`src/regulator_and_wake_pin_control_pkg.sv`:
```
// Package for the regulator and wake pin control block.
// Holds the register map, field positions, reset values and output carrier types.
// Assumes a 16-bit byte address slice of an AXI4-Lite bus with 32-bit data.
package regulator_and_wake_pin_control_pkg;

  ////////////////////////////////////////////////////////////////////////////////
  // Register byte addresses.
  localparam int unsigned ADDR_W               = 16;
  localparam logic [15:0] PMGT_OFFSET          = 16'h1930;
  localparam logic [15:0] CTRL_OFFSET          = 16'h1940;
  localparam logic [15:0] STATUS_OFFSET        = 16'h1944;

  ////////////////////////////////////////////////////////////////////////////////
  // Power management register fields.
  localparam int unsigned REG_PD_BIT           = 1;
  localparam int unsigned BANDGAP_POWERDOWN_BIT            = 2;
  localparam int unsigned WAKE_DIR_BIT         = 3;
  localparam int unsigned WAKE_VAL_BIT         = 4;
  localparam logic        PD_RESET             = 1'b0;
  localparam logic        WAKE_DIR_RESET       = 1'b0;
  localparam logic        WAKE_VAL_RESET       = 1'b0;

  // Regulator control register fields; voltage select 0 means 1.3 V, 1 means 1.05 V.
  localparam int unsigned USB_ON_BIT           = 0;
  localparam int unsigned VSEL_BIT             = 1;
  localparam logic        VSEL_RESET           = 1'b0;

  // Status register fields.
  localparam int unsigned ST_REGS_OFF_BIT      = 0;
  localparam int unsigned ST_BG_OFF_BIT        = 1;
  localparam int unsigned ST_CORE_STRAP_BIT    = 2;
  localparam int unsigned ST_CLK_STRAP_BIT     = 3;
  localparam int unsigned ST_WAKE_LEVEL_BIT    = 4;
  localparam int unsigned ST_USB_ON_BIT        = 5;

  // Cycles after reset release before synchronised straps are trusted.
  localparam logic [1:0]  STRAP_SETTLE_CYCLES  = 2'h2;

  // AXI response codes.
  localparam logic [1:0]  RESP_OKAY            = 2'h0;
  localparam logic [1:0]  RESP_SLVERR          = 2'h2;

  ////////////////////////////////////////////////////////////////////////////////
  // Enables toward the analog regulators and references.
  typedef struct packed {
    logic analog_en;
    logic core_en;
    logic core_hiz;
    logic core_vsel;
    logic usb_en;
    logic bandgap_en;
    logic por_en;
  } regulator_ctrl_s;

endpackage : regulator_and_wake_pin_control_pkg

```
`src/regulator_and_wake_pin_control.sv`:
```
// Digital control of the analog, core and USB regulators and of the wake pin.
// Assumes the always-on clock domain, straps and wake pin asynchronous to aclk,
// and an AXI4-Lite master issuing at most one read and one write at a time.
//
// Functional notes
// - Either power-down bit turns all regulators off.
// - Software power-down holds until power-on reset.
// - Analog regulator always on unless powered down.
// - High core enable strap disables, tristates core.
// - Core voltage selectable, 1.3 V after reset.
// - Clock strap high: USB off, software switchable.
// - Clock strap low: USB on unless powered down.
// - Wake value 0 drives low, 1 releases.
// - Wake direction 0 input, 1 output.
// - Input wake pin is active high.
// - Pin wakes device only as input.
// - Reserved upper bits read zero, ignore writes.
// - Bandgap bit also stops bandgap and POR.
`timescale 1ns/1ps
module regulator_and_wake_pin_control (
  // Clock and reset.
  input  wire logic                         aclk,
  input  wire logic                         aresetn,
  // AXI4-Lite write address and data.
  input  wire logic                         awvalid,
  output logic                              awready,
  input  wire logic [15:0]                  awaddr,
  input  wire logic [2:0]                   awprot,
  input  wire logic                         wvalid,
  output logic                              wready,
  input  wire logic [31:0]                  wdata,
  input  wire logic [3:0]                   wstrb,
  // AXI4-Lite write response.
  output logic                              bvalid,
  input  wire logic                         bready,
  output logic [1:0]                        bresp,
  // AXI4-Lite read.
  input  wire logic                         arvalid,
  output logic                              arready,
  input  wire logic [15:0]                  araddr,
  input  wire logic [2:0]                   arprot,
  output logic                              rvalid,
  input  wire logic                         rready,
  output logic [31:0]                       rdata,
  output logic [1:0]                        rresp,
  // Board straps.
  input  wire logic                         core_regulator_enable_n,
  input  wire logic                         clock_source_strap,
  // Wake pin, split into input, output and active-low output enable.
  input  wire logic                         wake_pin_in,
  output logic                              wake_pin_out,
  output logic                              wake_pin_oe_n,
  output logic                              wake_request,
  // Regulator enables.
  output regulator_and_wake_pin_control_pkg::regulator_ctrl_s regulators
);

  ////////////////////////////////////////////////////////////////////////////////
  // State.
  logic        aw_got_r;
  logic        w_got_r;
  logic [15:0] aw_addr_r;
  logic [31:0] w_data_r;
  logic [3:0]  w_strb_r;
  logic        awready_r;
  logic        wready_r;
  logic        bvalid_r;
  logic [1:0]  bresp_r;
  logic        arready_r;
  logic        rvalid_r;
  logic [31:0] rdata_r;
  logic [1:0]  rresp_r;
  logic        reg_pd_r;
  logic        bandgap_powerdown_r;
  logic        wake_dir_r;
  logic        wake_val_r;
  logic        usb_on_r;
  logic        vsel_r;
  logic        core_strap_meta_r;
  logic        core_strap_sync_r;
  logic        clk_strap_meta_r;
  logic        clk_strap_sync_r;
  logic        wake_meta_r;
  logic        wake_sync_r;
  logic [1:0]  settle_cnt_r;
  logic        strap_done_r;
  logic        clk_strap_r;
  logic        wake_out_r;
  logic        wake_oe_n_r;
  logic        wake_request_r;
  regulator_and_wake_pin_control_pkg::regulator_ctrl_s regs_r;
  regulator_and_wake_pin_control_pkg::regulator_ctrl_s regs_nxt;

  ////////////////////////////////////////////////////////////////////////////////
  // Address decode and write enables.
  wire        wr_fire     = aw_got_r && w_got_r && !bvalid_r;
  wire        wr_pmgt     = wr_fire && (aw_addr_r == regulator_and_wake_pin_control_pkg::PMGT_OFFSET);
  wire        wr_ctrl     = wr_fire && (aw_addr_r == regulator_and_wake_pin_control_pkg::CTRL_OFFSET);
  wire        wr_status   = wr_fire && (aw_addr_r == regulator_and_wake_pin_control_pkg::STATUS_OFFSET);
  wire        wr_mapped   = wr_pmgt || wr_ctrl || wr_status;
  wire        wr_lane0    = w_strb_r[0];
  wire        rd_fire     = arvalid && arready_r;
  wire        rd_pmgt     = (araddr == regulator_and_wake_pin_control_pkg::PMGT_OFFSET);
  wire        rd_ctrl     = (araddr == regulator_and_wake_pin_control_pkg::CTRL_OFFSET);
  wire        rd_status   = (araddr == regulator_and_wake_pin_control_pkg::STATUS_OFFSET);
  wire        regs_off    = reg_pd_r || bandgap_powerdown_r;

  // Read views; every bit not listed reads as zero.
  wire [15:0] pmgt_view   = {11'h000, wake_val_r, wake_dir_r, bandgap_powerdown_r, reg_pd_r, 1'b0};
  wire [15:0] ctrl_view   = {14'h0000, vsel_r, usb_on_r};
  wire [15:0] status_view = {10'h000, usb_on_r, wake_sync_r, clk_strap_r, core_strap_sync_r, bandgap_powerdown_r, regs_off};
  wire [15:0] rd_view     = rd_pmgt ? pmgt_view : rd_ctrl ? ctrl_view : rd_status ? status_view : 16'h0000;
  wire        rd_mapped   = rd_pmgt || rd_ctrl || rd_status;

  ////////////////////////////////////////////////////////////////////////////////
  // Write address and data are caught independently and released after the response.
  always_ff @(posedge aclk) begin
    if (!aresetn) begin
      aw_got_r  <= 1'b0;
      w_got_r   <= 1'b0;
      awready_r <= 1'b1;
      wready_r  <= 1'b1;
      aw_addr_r <= 16'h0000;
      w_data_r  <= 32'h0000_0000;
      w_strb_r  <= 4'h0;
    end else begin
      if (awvalid && awready_r) begin
        aw_got_r  <= 1'b1;
        awready_r <= 1'b0;
        aw_addr_r <= awaddr;
      end else if (bvalid_r && bready) begin
        aw_got_r  <= 1'b0;
        awready_r <= 1'b1;
      end
      if (wvalid && wready_r) begin
        w_got_r  <= 1'b1;
        wready_r <= 1'b0;
        w_data_r <= wdata;
        w_strb_r <= wstrb;
      end else if (bvalid_r && bready) begin
        w_got_r  <= 1'b0;
        wready_r <= 1'b1;
      end
    end
  end

  // Write response, one cycle after both halves are held; unmapped gives SLVERR.
  always_ff @(posedge aclk) begin
    if (!aresetn) begin
      bvalid_r <= 1'b0;
      bresp_r  <= regulator_and_wake_pin_control_pkg::RESP_OKAY;
    end else if (wr_fire) begin
      bvalid_r <= 1'b1;
      bresp_r  <= wr_mapped ? regulator_and_wake_pin_control_pkg::RESP_OKAY
                            : regulator_and_wake_pin_control_pkg::RESP_SLVERR;
    end else if (bready) begin
      bvalid_r <= 1'b0;
    end
  end

  // Read path answers one cycle after the address is taken.
  always_ff @(posedge aclk) begin
    if (!aresetn) begin
      arready_r <= 1'b1;
      rvalid_r  <= 1'b0;
      rdata_r   <= 32'h0000_0000;
      rresp_r   <= regulator_and_wake_pin_control_pkg::RESP_OKAY;
    end else if (rd_fire) begin
      arready_r <= 1'b0;
      rvalid_r  <= 1'b1;
      rdata_r   <= {16'h0000, rd_view};
      rresp_r   <= rd_mapped ? regulator_and_wake_pin_control_pkg::RESP_OKAY
                             : regulator_and_wake_pin_control_pkg::RESP_SLVERR;
    end else if (rvalid_r && rready) begin
      arready_r <= 1'b1;
      rvalid_r  <= 1'b0;
    end
  end

  ////////////////////////////////////////////////////////////////////////////////
  // Power-down bits only ever set; a zero write cannot bring the regulators back,
  // so only the always-on power-on reset clears them.
  always_ff @(posedge aclk) begin
    if (!aresetn) begin
      reg_pd_r   <= regulator_and_wake_pin_control_pkg::PD_RESET;
      bandgap_powerdown_r    <= regulator_and_wake_pin_control_pkg::PD_RESET;
      wake_dir_r <= regulator_and_wake_pin_control_pkg::WAKE_DIR_RESET;
      wake_val_r <= regulator_and_wake_pin_control_pkg::WAKE_VAL_RESET;
    end else if (wr_pmgt && wr_lane0) begin
      reg_pd_r   <= reg_pd_r | w_data_r[regulator_and_wake_pin_control_pkg::REG_PD_BIT];
      bandgap_powerdown_r    <= bandgap_powerdown_r | w_data_r[regulator_and_wake_pin_control_pkg::BANDGAP_POWERDOWN_BIT];
      wake_dir_r <= w_data_r[regulator_and_wake_pin_control_pkg::WAKE_DIR_BIT];
      wake_val_r <= w_data_r[regulator_and_wake_pin_control_pkg::WAKE_VAL_BIT];
    end
  end

  // USB enable takes its reset state from the clock strap once it has settled.
  always_ff @(posedge aclk) begin
    if (!aresetn) begin
      usb_on_r <= 1'b0;
      vsel_r   <= regulator_and_wake_pin_control_pkg::VSEL_RESET;
    end else begin
      if (!strap_done_r) begin
        usb_on_r <= (settle_cnt_r == regulator_and_wake_pin_control_pkg::STRAP_SETTLE_CYCLES)
                    && !clk_strap_sync_r;
      end else if (!clk_strap_r) begin
        usb_on_r <= 1'b1;
      end else if (wr_ctrl && wr_lane0) begin
        usb_on_r <= w_data_r[regulator_and_wake_pin_control_pkg::USB_ON_BIT];
      end
      if (wr_ctrl && wr_lane0) begin
        vsel_r <= w_data_r[regulator_and_wake_pin_control_pkg::VSEL_BIT];
      end
    end
  end

  ////////////////////////////////////////////////////////////////////////////////
  // Two-stage synchronisers for straps and wake pin.
  always_ff @(posedge aclk) begin
    if (!aresetn) begin
      core_strap_meta_r <= 1'b1;
      core_strap_sync_r <= 1'b1;
      clk_strap_meta_r  <= 1'b1;
      clk_strap_sync_r  <= 1'b1;
      wake_meta_r       <= 1'b0;
      wake_sync_r       <= 1'b0;
    end else begin
      core_strap_meta_r <= core_regulator_enable_n;
      core_strap_sync_r <= core_strap_meta_r;
      clk_strap_meta_r  <= clock_source_strap;
      clk_strap_sync_r  <= clk_strap_meta_r;
      wake_meta_r       <= wake_pin_in;
      wake_sync_r       <= wake_meta_r;
    end
  end

  // Clock strap is captured once, after the synchroniser has filled.
  always_ff @(posedge aclk) begin
    if (!aresetn) begin
      settle_cnt_r <= 2'h0;
      strap_done_r <= 1'b0;
      clk_strap_r  <= 1'b1;
    end else if (!strap_done_r) begin
      if (settle_cnt_r == regulator_and_wake_pin_control_pkg::STRAP_SETTLE_CYCLES) begin
        strap_done_r <= 1'b1;
        clk_strap_r  <= clk_strap_sync_r;
      end else begin
        settle_cnt_r <= settle_cnt_r + 2'h1;
      end
    end
  end

  ////////////////////////////////////////////////////////////////////////////////
  // Regulator enables.  The core regulator follows its synchronised strap continuously.
  always_comb begin
    regs_nxt            = '0;
    regs_nxt.analog_en  = !regs_off;
    regs_nxt.core_en    = !regs_off && !core_strap_sync_r;
    regs_nxt.core_hiz   = regs_off || core_strap_sync_r;
    regs_nxt.core_vsel  = vsel_r;
    regs_nxt.usb_en     = !regs_off && usb_on_r;
    regs_nxt.bandgap_en = !bandgap_powerdown_r;
    regs_nxt.por_en     = !bandgap_powerdown_r;
  end

  always_ff @(posedge aclk) begin
    if (!aresetn) begin
      regs_r <= '0;
    end else begin
      regs_r <= regs_nxt;
    end
  end

  // Wake pin: open drain, only pulled low as an output with value zero.
  always_ff @(posedge aclk) begin
    if (!aresetn) begin
      wake_out_r     <= 1'b0;
      wake_oe_n_r    <= 1'b1;
      wake_request_r <= 1'b0;
    end else begin
      wake_out_r     <= 1'b0;
      wake_oe_n_r    <= !(wake_dir_r && !wake_val_r);
      wake_request_r <= !wake_dir_r && wake_sync_r;
    end
  end

  // Outputs are the flip-flops above.
  assign awready       = awready_r;
  assign wready        = wready_r;
  assign bvalid        = bvalid_r;
  assign bresp         = bresp_r;
  assign arready       = arready_r;
  assign rvalid        = rvalid_r;
  assign rdata         = rdata_r;
  assign rresp         = rresp_r;
  assign wake_pin_out  = wake_out_r;
  assign wake_pin_oe_n = wake_oe_n_r;
  assign wake_request  = wake_request_r;
  assign regulators    = regs_r;

  ////////////////////////////////////////////////////////////////////////////////
  // Checks on the behaviour above.
  a_pd_all_off: assert property (
    @(posedge aclk) disable iff (!aresetn)
    (wr_pmgt && wr_lane0 && (w_data_r[2] || w_data_r[1]))
      |-> ##2 (!regulators.analog_en && !regulators.core_en && !regulators.usb_en))
    else $error("Power-down write did not stop all regulators.");

  a_pd_sticky_hold: assert property (
    @(posedge aclk) disable iff (!aresetn)
    regs_off |=> regs_off [*4])
    else $error("Regulator power-down was released without reset.");

  a_analog_stays_on: assert property (
    @(posedge aclk) disable iff (!aresetn)
    (!regs_off) [*2] |=> regulators.analog_en)
    else $error("Analog regulator dropped while not powered down.");

  a_core_strap_off: assert property (
    @(posedge aclk) disable iff (!aresetn)
    (aresetn && core_strap_sync_r) |=> (!regulators.core_en && regulators.core_hiz))
    else $error("Core regulator enabled with strap high.");

  a_vsel_reset_value: assert property (
    @(posedge aclk)
    $rose(aresetn) |-> (!regulators.core_vsel && !vsel_r))
    else $error("Core voltage select not at 1.3 V after reset.");

  a_vsel_follows_write: assert property (
    @(posedge aclk) disable iff (!aresetn)
    (wr_ctrl && wr_lane0) |-> ##2 (regulators.core_vsel == $past(w_data_r[1], 2)))
    else $error("Core voltage select did not follow the write.");

  a_usb_strap_high: assert property (
    @(posedge aclk) disable iff (!aresetn)
    (strap_done_r && clk_strap_r && wr_ctrl && wr_lane0)
      |=> (usb_on_r == $past(w_data_r[0])))
    else $error("USB enable ignored software with clock strap high.");

  a_usb_strap_low: assert property (
    @(posedge aclk) disable iff (!aresetn)
    (strap_done_r && !clk_strap_r) |-> ##1 usb_on_r [*3])
    else $error("USB regulator disabled with clock strap low.");

  a_wake_drive: assert property (
    @(posedge aclk) disable iff (!aresetn)
    (wake_dir_r && !wake_val_r) |=> (!wake_pin_oe_n && !wake_pin_out))
    else $error("Wake pin not driven low as output with value zero.");

  a_wake_release: assert property (
    @(posedge aclk) disable iff (!aresetn)
    (!wake_dir_r || wake_val_r) |=> wake_pin_oe_n)
    else $error("Wake pin driven while input or released.");

  a_wake_input_only: assert property (
    @(posedge aclk) disable iff (!aresetn)
    wake_request |-> ($past(!wake_dir_r) && $past(wake_sync_r)))
    else $error("Wake request raised while pin is an output.");

  a_wake_active_high: assert property (
    @(posedge aclk) disable iff (!aresetn)
    (!wake_dir_r && wake_meta_r) ##1 !wake_dir_r |=> wake_request)
    else $error("High input on wake pin gave no request.");

  a_reserved_zero: assert property (
    @(posedge aclk) disable iff (!aresetn)
    (rd_fire && rd_pmgt) |=> (rdata[31:5] == 27'h0 && !rdata[0]))
    else $error("Reserved power management bits read nonzero.");

  a_bg_stops_refs: assert property (
    @(posedge aclk) disable iff (!aresetn)
    (wr_pmgt && wr_lane0 && w_data_r[2]) |-> ##2 (!regulators.bandgap_en && !regulators.por_en))
    else $error("Bandgap power-down left bandgap or POR running.");

  a_pd_reset_zero: assert property (
    @(posedge aclk)
    $rose(aresetn) |-> (!reg_pd_r && !bandgap_powerdown_r))
    else $error("Power-down bits not zero after reset.");

  a_bresp_hold: assert property (
    @(posedge aclk) disable iff (!aresetn)
    (bvalid && !bready) |=> (bvalid && $stable(bresp)))
    else $error("Write response dropped before it was taken.");

endmodule : regulator_and_wake_pin_control

```
`config.mk`:
```
export PLATFORM = sky130hd
export DESIGN_NAME = regulator_and_wake_pin_control
export DESIGN_NICKNAME = d
export VERILOG_FILES = /design/src/regulator_and_wake_pin_control_pkg.sv /design/src/regulator_and_wake_pin_control.sv
export SDC_FILE = /design/constraint.sdc
export NUM_CORES = 1
export LEC_CHECK = 0
export ABC_CLOCK_PERIOD_IN_PS = 1900
export BUFFER_PORTS_ARGS = -buffer_cell sky130_fd_sc_hd__buf_2
export CAP_MARGIN = 20
export CORE_ASPECT_RATIO = 1.75
export CORE_MARGIN = 2
export CORE_UTILIZATION = 30
export CTS_CLUSTER_SIZE = 8
export DETAILED_ROUTE_END_ITERATION = 7
export PLACE_DENSITY_LB_ADDON = 0.15
export SLEW_MARGIN = 20
export SYNTH_ARGS = -nofsm -noshare
export SYNTH_HDL_FRONTEND = slang
export SYNTH_SLANG_ARGS = --single-unit
```
`constraint.sdc`:
```
create_clock -name aclk -period 1.9 [get_ports aclk]
set_clock_uncertainty 0.05 [all_clocks]
set_input_delay 0.285 -clock aclk [delete_from_list [all_inputs] [get_ports aclk]]
set_output_delay 0.285 -clock aclk [all_outputs]
set_load 0.05 [all_outputs]
```
Word-level counts from Yosys, hierarchy flattened
Index checks and enable logic that the tools add are counted.

word-level totals
  flip-flop bits (word level) = 73
  bits in latches = 0
  RAM bits = 0
  memory bits (read-only) = 0
  output and inout port bits = 51
  memories kept = 0

operators by class
  $add $sub $neg = 1
  $mul = 0
  div/mod/pow operators = 0
  magnitude comparators = 0
  equal/unequal tests = 8
  shift-type cells = 0
  multiplexer cells = 22
  bitwise gates (word level) = 4
  reduce and logical (&&, ||, !) cells = 37

operator list
  kind                    number
  $eq A16 B13 Y1 const B  6
  $mux W6                 3
  $logic_and A1 B1 Y1     17
  $mux W1                 17
  $logic_not A1 Y1        8
  $reduce_bool A2 Y1      4
  $logic_or A1 B1 Y1      6
  $mux W2                 2
  $reduce_and A2 Y1       2
  $ne A3 B2 Y1 const B    1
  $add A2 B1 Y2 const B   1
  $eq A2 B2 Y1 const B    1
  $not A1 Y1              2
  $or A1 B1 Y1            2

Logic depth before layout (Yosys ltp)
Gate-level depths: netlist of run 1.

  depth after elaboration = 7
  depth in mapped cells = 5
  depth with buffers taken out = 5

Least setup slack after synthesis of run 1
OpenSTA, ideal clock, no wires.

  path kind = reg2reg
  start = register bvalid_r, in the netlist bvalid
  end = register usb_on_r
  setup time = 0.072 ns
  arrival = 1.594 ns
  data required time = 1.778 ns
  slack = 0.184 ns
  stages on the path, launching flop included = 6
  cell sequence = dfxtp_1 and3b_1 and2_0 clkbuf_1 a31oi_1 mux2i_1

on the way
  cells in the longest elaborated chain, start to end = 5

RTL lines
  element                 RTL line                               RTL
  start, declared         regulator_and_wake_pin_control.sv:67   logic bvalid_r;
  start signal, assigned  regulator_and_wake_pin_control.sv:150  bvalid_r <= 1'b0;
  start signal, assigned  regulator_and_wake_pin_control.sv:153  bvalid_r <= 1'b1;
  start signal, assigned  regulator_and_wake_pin_control.sv:157  bvalid_r <= 1'b0;
  $logic_not A1 Y1        regulator_and_wake_pin_control.sv:96   wire wr_fire = aw_got_r && w_got_r && !bvalid_r;
  $logic_and A1 B1 Y1     regulator_and_wake_pin_control.sv:96
  $logic_and A1 B1 Y1     regulator_and_wake_pin_control.sv:98   wire wr_ctrl = wr_fire && (aw_addr_r == regulator_and_wake_pin_control_pkg::CTRL_OFFSET);
  $logic_and A1 B1 Y1     regulator_and_wake_pin_control.sv:208  end else if (wr_ctrl && wr_lane0) begin
  $ne A3 B2 Y1 (no line)  -
  end signal, assigned    regulator_and_wake_pin_control.sv:204  usb_on_r <= (settle_cnt_r == regulator_and_wake_pin_control_pkg::STRAP_SETTLE_CYCLES)
  end signal, assigned    regulator_and_wake_pin_control.sv:209  usb_on_r <= w_data_r[regulator_and_wake_pin_control_pkg::USB_ON_BIT];
  end, declared           regulator_and_wake_pin_control.sv:77   logic usb_on_r;

Every way passes these cells.
A chain may end at the register's enable or synchronous reset.

Worst setup path in the final report of run 1
  start = register aw_addr_r[13]
  end = register usb_on_r

on the way
  cells in the longest elaborated chain, start to end = 4

RTL lines
  element                 RTL line                               RTL
  start, declared         regulator_and_wake_pin_control.sv:62   logic [15:0] aw_addr_r;
  start signal, assigned  regulator_and_wake_pin_control.sv:130  aw_addr_r <= awaddr;
  $eq A16 B13 Y1          regulator_and_wake_pin_control.sv:98
  $logic_and A1 B1 Y1     regulator_and_wake_pin_control.sv:98
  $logic_and A1 B1 Y1     regulator_and_wake_pin_control.sv:208
  $ne A3 B2 Y1 (no line)  -

Every way passes these cells.

==> summary.txt, run 1 <==
Status -> completed
Post-synth EDFFs -> 0
Root Buffer Master -> clkbuf_16
First-pass GRT wire length -> 9.27 mm
Worst path slowest cell -> nor4b_1
Vias -> 2171
Buf/Inv on CP -> 0
Post-CTS Setup Inserts -> 0
Pin count of the biggest net entering global routing -> 34
CTS tree -> built
Worst Path Arrival -> 1.75 ns
Core Area -> 0.00826 mm^2
Share of cells above drive strength 1 -> 0.257
Synth Area per Inst -> 8.53 um^2
Register area share after synthesis -> 0.479
Die Y -> 126 um
CTS Hold Bufs -> 0
Worst-path cell chain -> nor4b_1 -> and4_1 -> a31oi_1 -> mux2i_1
Number of max-cap violations -> 0
Fraction of registers with async set/reset -> 0
RD Place Congestion -> 0.749
WP data required -> 2.06 ns
Final Hold Viols -> 0
Total I/O pin count -> 135
Resize count post-CTS -> 0
Chip Width -> 73.7 um
Final slew viol count -> 0
Vias in the first global route -> 2061
Vias per Instance -> 4.66
Final wirelength -> 5.79 mm
Worst Setup Start Kind -> flip-flop
Final #Nets -> 454
Compound-cell area share of the yosys netlist -> 0.135
Port Buffers -> 69
Max-slew headroom -> 0.630
# setup viols final -> 0
Initial DRC Count -> 67
Layout Utilization -> 0.386
Wirelength per Cell -> 12.4 um
Period utilization -> 0.838
DRC -> 0
Top_reg_cell synth -> dfxtp_1
Initial Util -> 0.309
Num rows -> 44
GRT busiest layer -> met2
Setup TNS -> 0 ns
Post-synthesis mux area share -> 0.00834
Synthesized-area fraction occupied by xor and xnor cells -> 0.00343
Antenna Cells -> 0
Setup Crit Path Kind -> flip-flop to flip-flop
Post-synth top area share -> 0.479
Least-Margin Pin Slew -> 0.548 ns
H-tree levels -> 3
Largest family of logic cells by synthesized area -> simple AND/OR/NAND/NOR gates
Area of the die -> 0.00928 mm^2
Static Leakage -> 1.42 nW
M1 GR Usage -> 0.139
Crit path largest cell delay -> 0.46 ns
Simple-Gate Fraction of Synth Area -> 0.250
Synth area leader -> dfxtp_1
CTS Sinks -> 61
Mapped cell area -> 0.00255 mm^2
Min cycle time layout -> 1.59 ns
CTS max path bufs -> 2
Peak Freq -> 628 MHz
Maximum vdd ir drop -> 411 uV
GRT overflow -> 0
Worst-skew pair later-pin latency -> 0.32 ns
Synth top area cells -> dfxtp_1 48%, buf_4 8.8%, a21oi_1 8.6%
ANT nets after route -> 0
Total CTS buffers -> 9
Hold WC Path Type -> input port to flip-flop
Area delta synth->final -> 25.0%
Flops & latches, synth -> 61
Unrepaired setup endpoints after global routing -> false
Grt met3 use -> 0.0360
Tot GR Track Use -> 0.132
Power per Cell Area -> 1110 mW/mm^2
Hold WS -> 0.0908 ns
Hpwl dp -> 4.40 mm
Clock transition at path regs -> 0.05 ns
Largest delay share family, worst path -> simple AND/OR/NAND/NOR gates
GR Util met2 -> 0.223
Post-Synth Adder-Cell Area -> 0.00491
Critical Path End Type -> flip-flop
TritonRoute pass-1 iters -> 4
Initial antenna violation count -> 0
Cells after Synth -> 299
Synth Warn # -> 0
Library cells used by synthesis -> 44
Worst Path Max Fanout -> 6
layer usage:
metal | share of wire | vias to the layer above | routed length (um)
li1 | - | 1100 | -
met1 | 0.39 | 972 | 2250
met2 | 0.52 | 84 | 2980
met3 | 0.065 | 15 | 376
met4 | 0.030 | 0 | 173
met5 | 0 | - | 0
state kept, by name, indices dropped and copies added, names as in the netlist, 2 cells and up:
| name | cells |
|---|---|
| aw_addr_r | 16 |
| rdata | 6 |
| regulators | 6 |
| settle_cnt_r | 2 |
| w_data_r | 5 |
cell usage after synthesis (2+ instances only):
cell / number
a41oi_1: 2
nor4bb_1: 3
nand2_1: 57
nand4_1: 5
nand3_1: 5
clkbuf_1: 14
buf_4: 30
nand3b_1: 2
o21ai_0: 11
and2_1: 5
a21oi_1: 44
inv_1: 5
nand2b_1: 5
dfxtp_1: 61
nor3_1: 2
nor2_1: 14
nor4_1: 3
nor2b_1: 3
or4b_1: 2
nor4b_1: 2
metrics by stage:
step,power (W),setup WS (ns),cells,area (um^2)
after global placement,0.00199,0.0669,450,2900
after global routing,0.00370,0.174,466,3190
after detailed placement,0.00200,0.0879,450,2900
after CTS,0.00360,0.259,466,3190
after floorplan,0.00191,0.184,327,2660
final,0.00355,0.308,466,3190
path summary, 6_finish.rpt:
kind	startpoint	to	slack (ns)	depth (start not counted)
max	aw_addr_r[13]	usb_on_r	0.31	4
min	core_regulator_enable_n	core_strap_meta_r	0.09	2
max reg2reg	aw_addr_r[13]	usb_on_r	0.31	4
min reg2reg	clk_strap_meta_r	clk_strap_sync_r	0.36	1
where the power goes:
part	total (W)	internal, W	switching [W]
clock	0.00158	0.00104	0.000540
combinational	0.000542	0.000158	0.000384
sequential	0.00142	0.00137	0.0000525
worst register-to-register path, stage by stage (launching register included):
cell	delay [ns]
dfxtp_1	0.31
nor4b_1	0.46
and4_1	0.39
a31oi_1	0.14
mux2i_1	0.13
final cells by class:
| class | instances | area (um^2) |
|---|---|---|
| Inverter | 6 | 22.5 |
| Tap cell | 92 | 115 |
| Timing Repair Buffer | 75 | 403 |
| Fill cell | 894 | 5070 |
| Multi-Input combinational cell | 216 | 1130 |
| Clock buffer | 11 | 243 |
| Sequential cell | 61 | 1220 |
| Clock inverter | 5 | 50.0 |
placed cells by master (no fill, tap or decap), types with 2 or more instances in the layout:
master     instances
o21ai_0           11
a21oi_1           44
nand4_1            5
nor4bb_1           3
or4b_1             2
nor2_1            14
nand2_1           57
nand3b_1           2
buf_4              5
clkinv_2           4
buf_2             69
conb_1            29
nor2b_1            3
nor4b_1            2
nand3_1            5
clkbuf_16          9
nor4_1             3
inv_1              5
dfxtp_1           61
nand2b_1           5
and2_1             5
nor3_1             2
a41oi_1            2
cells by family after synthesis:
family                     count (synthesis)
and+or+nand+nor                          119
AOI/OAI and AO/OA                         64
DFF                                       61
buffers and inverters                     50
muxes                                      2
adders and majority gates                  1
other                                      1
xor gates and xnor gates                   1
Power figures use the tool's default switching activity.
==> run 2, diff against run 1 <==
--- a/config.mk
+++ b/config.mk
@@ -5,7 +5,7 @@
 export SDC_FILE = /design/constraint.sdc
 export NUM_CORES = 1
 export LEC_CHECK = 0
-export ABC_CLOCK_PERIOD_IN_PS = 1900
+export ABC_CLOCK_PERIOD_IN_PS = 1500
 export BUFFER_PORTS_ARGS = -buffer_cell sky130_fd_sc_hd__buf_2
 export CAP_MARGIN = 20
 export CORE_ASPECT_RATIO = 1.75
==> constraint.sdc (replaced) <==
create_clock -name aclk -period 1.5 [get_ports aclk]
set_clock_uncertainty 0.05 [all_clocks]
set_input_delay 0.225 -clock aclk [delete_from_list [all_inputs] [get_ports aclk]]
set_output_delay 0.225 -clock aclk [all_outputs]
set_load 0.05 [all_outputs]
==> run 2 against run 1 <==
  * Clock power increased by 33%
  * Register-to-register slack got worse by 0.24 ns
  * First-iteration DRC count up 48%
  * Sequential power is 27% higher
  * Non-clock buffer count increased by 9
  * Flip-flop and latch count is the same
  * Fmax grew 11%
  * Critical endpoint unchanged
==> summary.txt, run 2 (synthesis results as in run 1) <==
Status -> completed (unchanged)
DRC -> 0 (unchanged)
Critical register-to-register path startpoint -> aw_addr_r[13] (unchanged)
Buf/Inv on CP -> 1 (was 0)
Critical Path End Type -> flip-flop (unchanged)
Setup Crit Path Kind -> flip-flop to flip-flop (unchanged)
Largest delay share family, worst path -> simple AND/OR/NAND/NOR gates (unchanged)
R2R depth -> 5 (was 4)
Fillers -> 870 (was 894)
Period utilization -> 0.952 (was 0.838)
Static Leakage -> 1.49 nW (was 1.42 nW)
Power per Cell Area -> 1390 mW/mm^2 (was 1110 mW/mm^2)
H-tree levels -> 3 (unchanged)
Peak Freq -> 700 MHz (was 628 MHz)
Placed Cells -> 459 (was 450)
Least-Margin Pin Slew -> 0.597 ns (was 0.548 ns)
Net Sw Power -> 0.00125 W (was 0.000977 W)
Unrepaired setup endpoints after global routing -> false (unchanged)
CTS tree -> built (unchanged)
Hold WC Path Type -> input port to flip-flop (unchanged)
Final slew viol count -> 0 (unchanged)
Tot GR Track Use -> 0.136 (was 0.132)
Die Y -> 126 um (unchanged)
Register Area -> 0.00123 mm^2 (was 0.00122 mm^2)
Wirelength per Cell -> 12.2 um (was 12.4 um)
Pint -> 0.00337 W (was 0.00257 W)
Hold Crit Depth -> 2 (unchanged)
Switch share -> 0.271 (was 0.275)
Area delta synth->final -> 29.9% (was 25.0%)
Vias in the first global route -> 2058 (was 2061)
Final std cells w/o fill -> 475 (was 466)
Worst-path cell chain -> nor4b_4 -> buf_4 -> and4_4 -> a31oi_2 -> mux2i_1 (was nor4b_1 -> and4_1 -> a31oi_1 -> mux2i_1)
Combinational share of power -> 0.154 (was 0.153)
R2R setup slack -> 0.07 ns (was 0.31 ns)
ANT nets after route -> 0 (unchanged)
CTS Sinks -> 61 (unchanged)
Worst Setup Start Kind -> flip-flop (unchanged)
Chip Width -> 73.7 um (unchanged)
Total I/O pin count -> 135 (unchanged)
Pin count of the biggest net entering global routing -> 43 (was 34)
Core Area -> 0.00826 mm^2 (unchanged)
Min cycle time layout -> 1.43 ns (was 1.59 ns)
Worst Path Max Fanout -> 6 (unchanged)
TritonRoute pass-1 iters -> 4 (unchanged)
Final Hold Viols -> 0 (unchanged)
Worst-skew pair later-pin latency -> 0.32 ns (about the same)
R2R Path End -> usb_on_r (unchanged)
Initial Util -> 0.309 (unchanged)
Num rows -> 44 (unchanged)
Worst Path Arrival -> 1.58 ns (was 1.75 ns)
# setup viols final -> 0 (unchanged)
Area of the multi-input gates -> 0.00117 mm^2 (was 0.00113 mm^2)
WP data required -> 1.66 ns (was 2.06 ns)
Vias per Instance -> 4.55 (was 4.66)
Most flops, register -> aw_addr_r (unchanged)
Port Buffers -> 69 (unchanged)
Clock transition at path regs -> 0.05 ns (about the same)
Maximum vdd ir drop -> 763 uV (was 411 uV)
Endpoint of the worst hold path -> core_strap_meta_r (unchanged)
RD Place Congestion -> 0.735 (was 0.749)
Antenna Cells -> 0 (unchanged)
Initial DRC Count -> 99 (was 67)
Area of the die -> 0.00928 mm^2 (unchanged)
Largest register FFs -> 16 (unchanged)
Number of max-cap violations -> 0 (unchanged)
Clock Power Share -> 0.454 (was 0.445)
Post-Layout Inst Area -> 0.00331 mm^2 (was 0.00319 mm^2)
Initial antenna violation count -> 0 (unchanged)
CTS max path bufs -> 2 (unchanged)
First-pass GRT wire length -> 9.51 mm (was 9.27 mm)
Cell Area, Placed -> 0.00297 mm^2 (was 0.00290 mm^2)
Crit path launch -> aw_addr_r[13] (unchanged)
Most frequent cells in the layout -> 69 x buf_2, 57 x nand2_1, 57 x dfxtp_1 (was 69 x buf_2, 61 x dfxtp_1, 57 x nand2_1)
Total CTS buffers -> 9 (unchanged)
Worst path slowest cell -> dfxtp_2 (was nor4b_1)
GRT overflow -> 0 (unchanged)
Vias -> 2162 (was 2171)
Total power -> 0.00462 W (was 0.00355 W)
Final wirelength -> 5.79 mm (about the same)
Root Buffer Master -> clkbuf_16 (unchanged)
Hpwl dp -> 4.29 mm (was 4.40 mm)
Final #Nets -> 463 (was 454)
CTS Hold Bufs -> 0 (unchanged)
Crit path largest cell delay -> 0.33 ns (was 0.46 ns)
Sequential share of power -> 0.392 (was 0.402)
Setup TNS -> 0 ns (unchanged)
Max-slew headroom -> 0.602 (was 0.630)
Most common cell after layout, fill and taps aside -> buf_2 (unchanged)
Share of cells above drive strength 1 -> 0.300 (was 0.257)
Hold_sp -> core_regulator_enable_n (unchanged)
run 2: per-layer routing:
layer	wire length (um)	part of all wire	track usage
met1	2350	0.40	0.144
met4	85	0.015	0.0674
met3	353	0.061	0.0504
met5	0	0	0
met2	3010	0.52	0.232
run 2: area by class of cell:
| type | instances | area share |
|---|---|---|
| timing repair buffer | 84 | 0.142 |
| inverter | 6 | 0.00680 |
| tap | 92 | 0.0347 |
| clock buffer | 12 | 0.0804 |
| multi-input combinational | 216 | 0.352 |
| sequential | 61 | 0.370 |
| clock inverter | 4 | 0.0136 |
run 2: worst reg2reg max path: cells and delay by family, from the launching register on:
family	cells	cell delay (ns)
and+or+nand+nor	2	0.55
DFF	1	0.33
buffers and inverters	1	0.15
muxes	1	0.13
AOI/OAI and AO/OA	1	0.10
run 2: power by group through the flow:
stage	sequential, W	clock [W]	combinational (W)
floorplan	0.00192	0	0.000492
global placement	0.00184	0	0.000699
detailed placement	0.00184	0	0.000709
CTS	0.00181	0.00217	0.000713
global route	0.00183	0.00223	0.000780
finish	0.00181	0.00210	0.000710
run 2: what timing repair did:
item | CTS | global route
buffers inserted | 0 | 0
resized for setup | 3 | 7
pin swaps | 1 | 3
setup endpoints to repair | 6 | 6
run 2: through the flow:
stage          utilization  setup slack, ns  hold slack [ns]
2_1_floorplan            -          -0.0243            0.276
3_3_place_gp         0.360           -0.211            0.357
3_5_place_dp         0.360           -0.236            0.351
4_1_cts              0.398          0.00191           0.0216
5_1_grt              0.401          0.00931           0.0301
6_report             0.401           0.0715           0.0363
run 2: worst max path at each step:
stage | to | depth (start not counted)
final | usb_on_r | 5
after CTS | usb_on_r | 5
after detailed placement | rdata[0] | 5
after floorplan | usb_on_r | 5
after global routing | wake_val_r | 5
after global placement | rdata[0] | 5
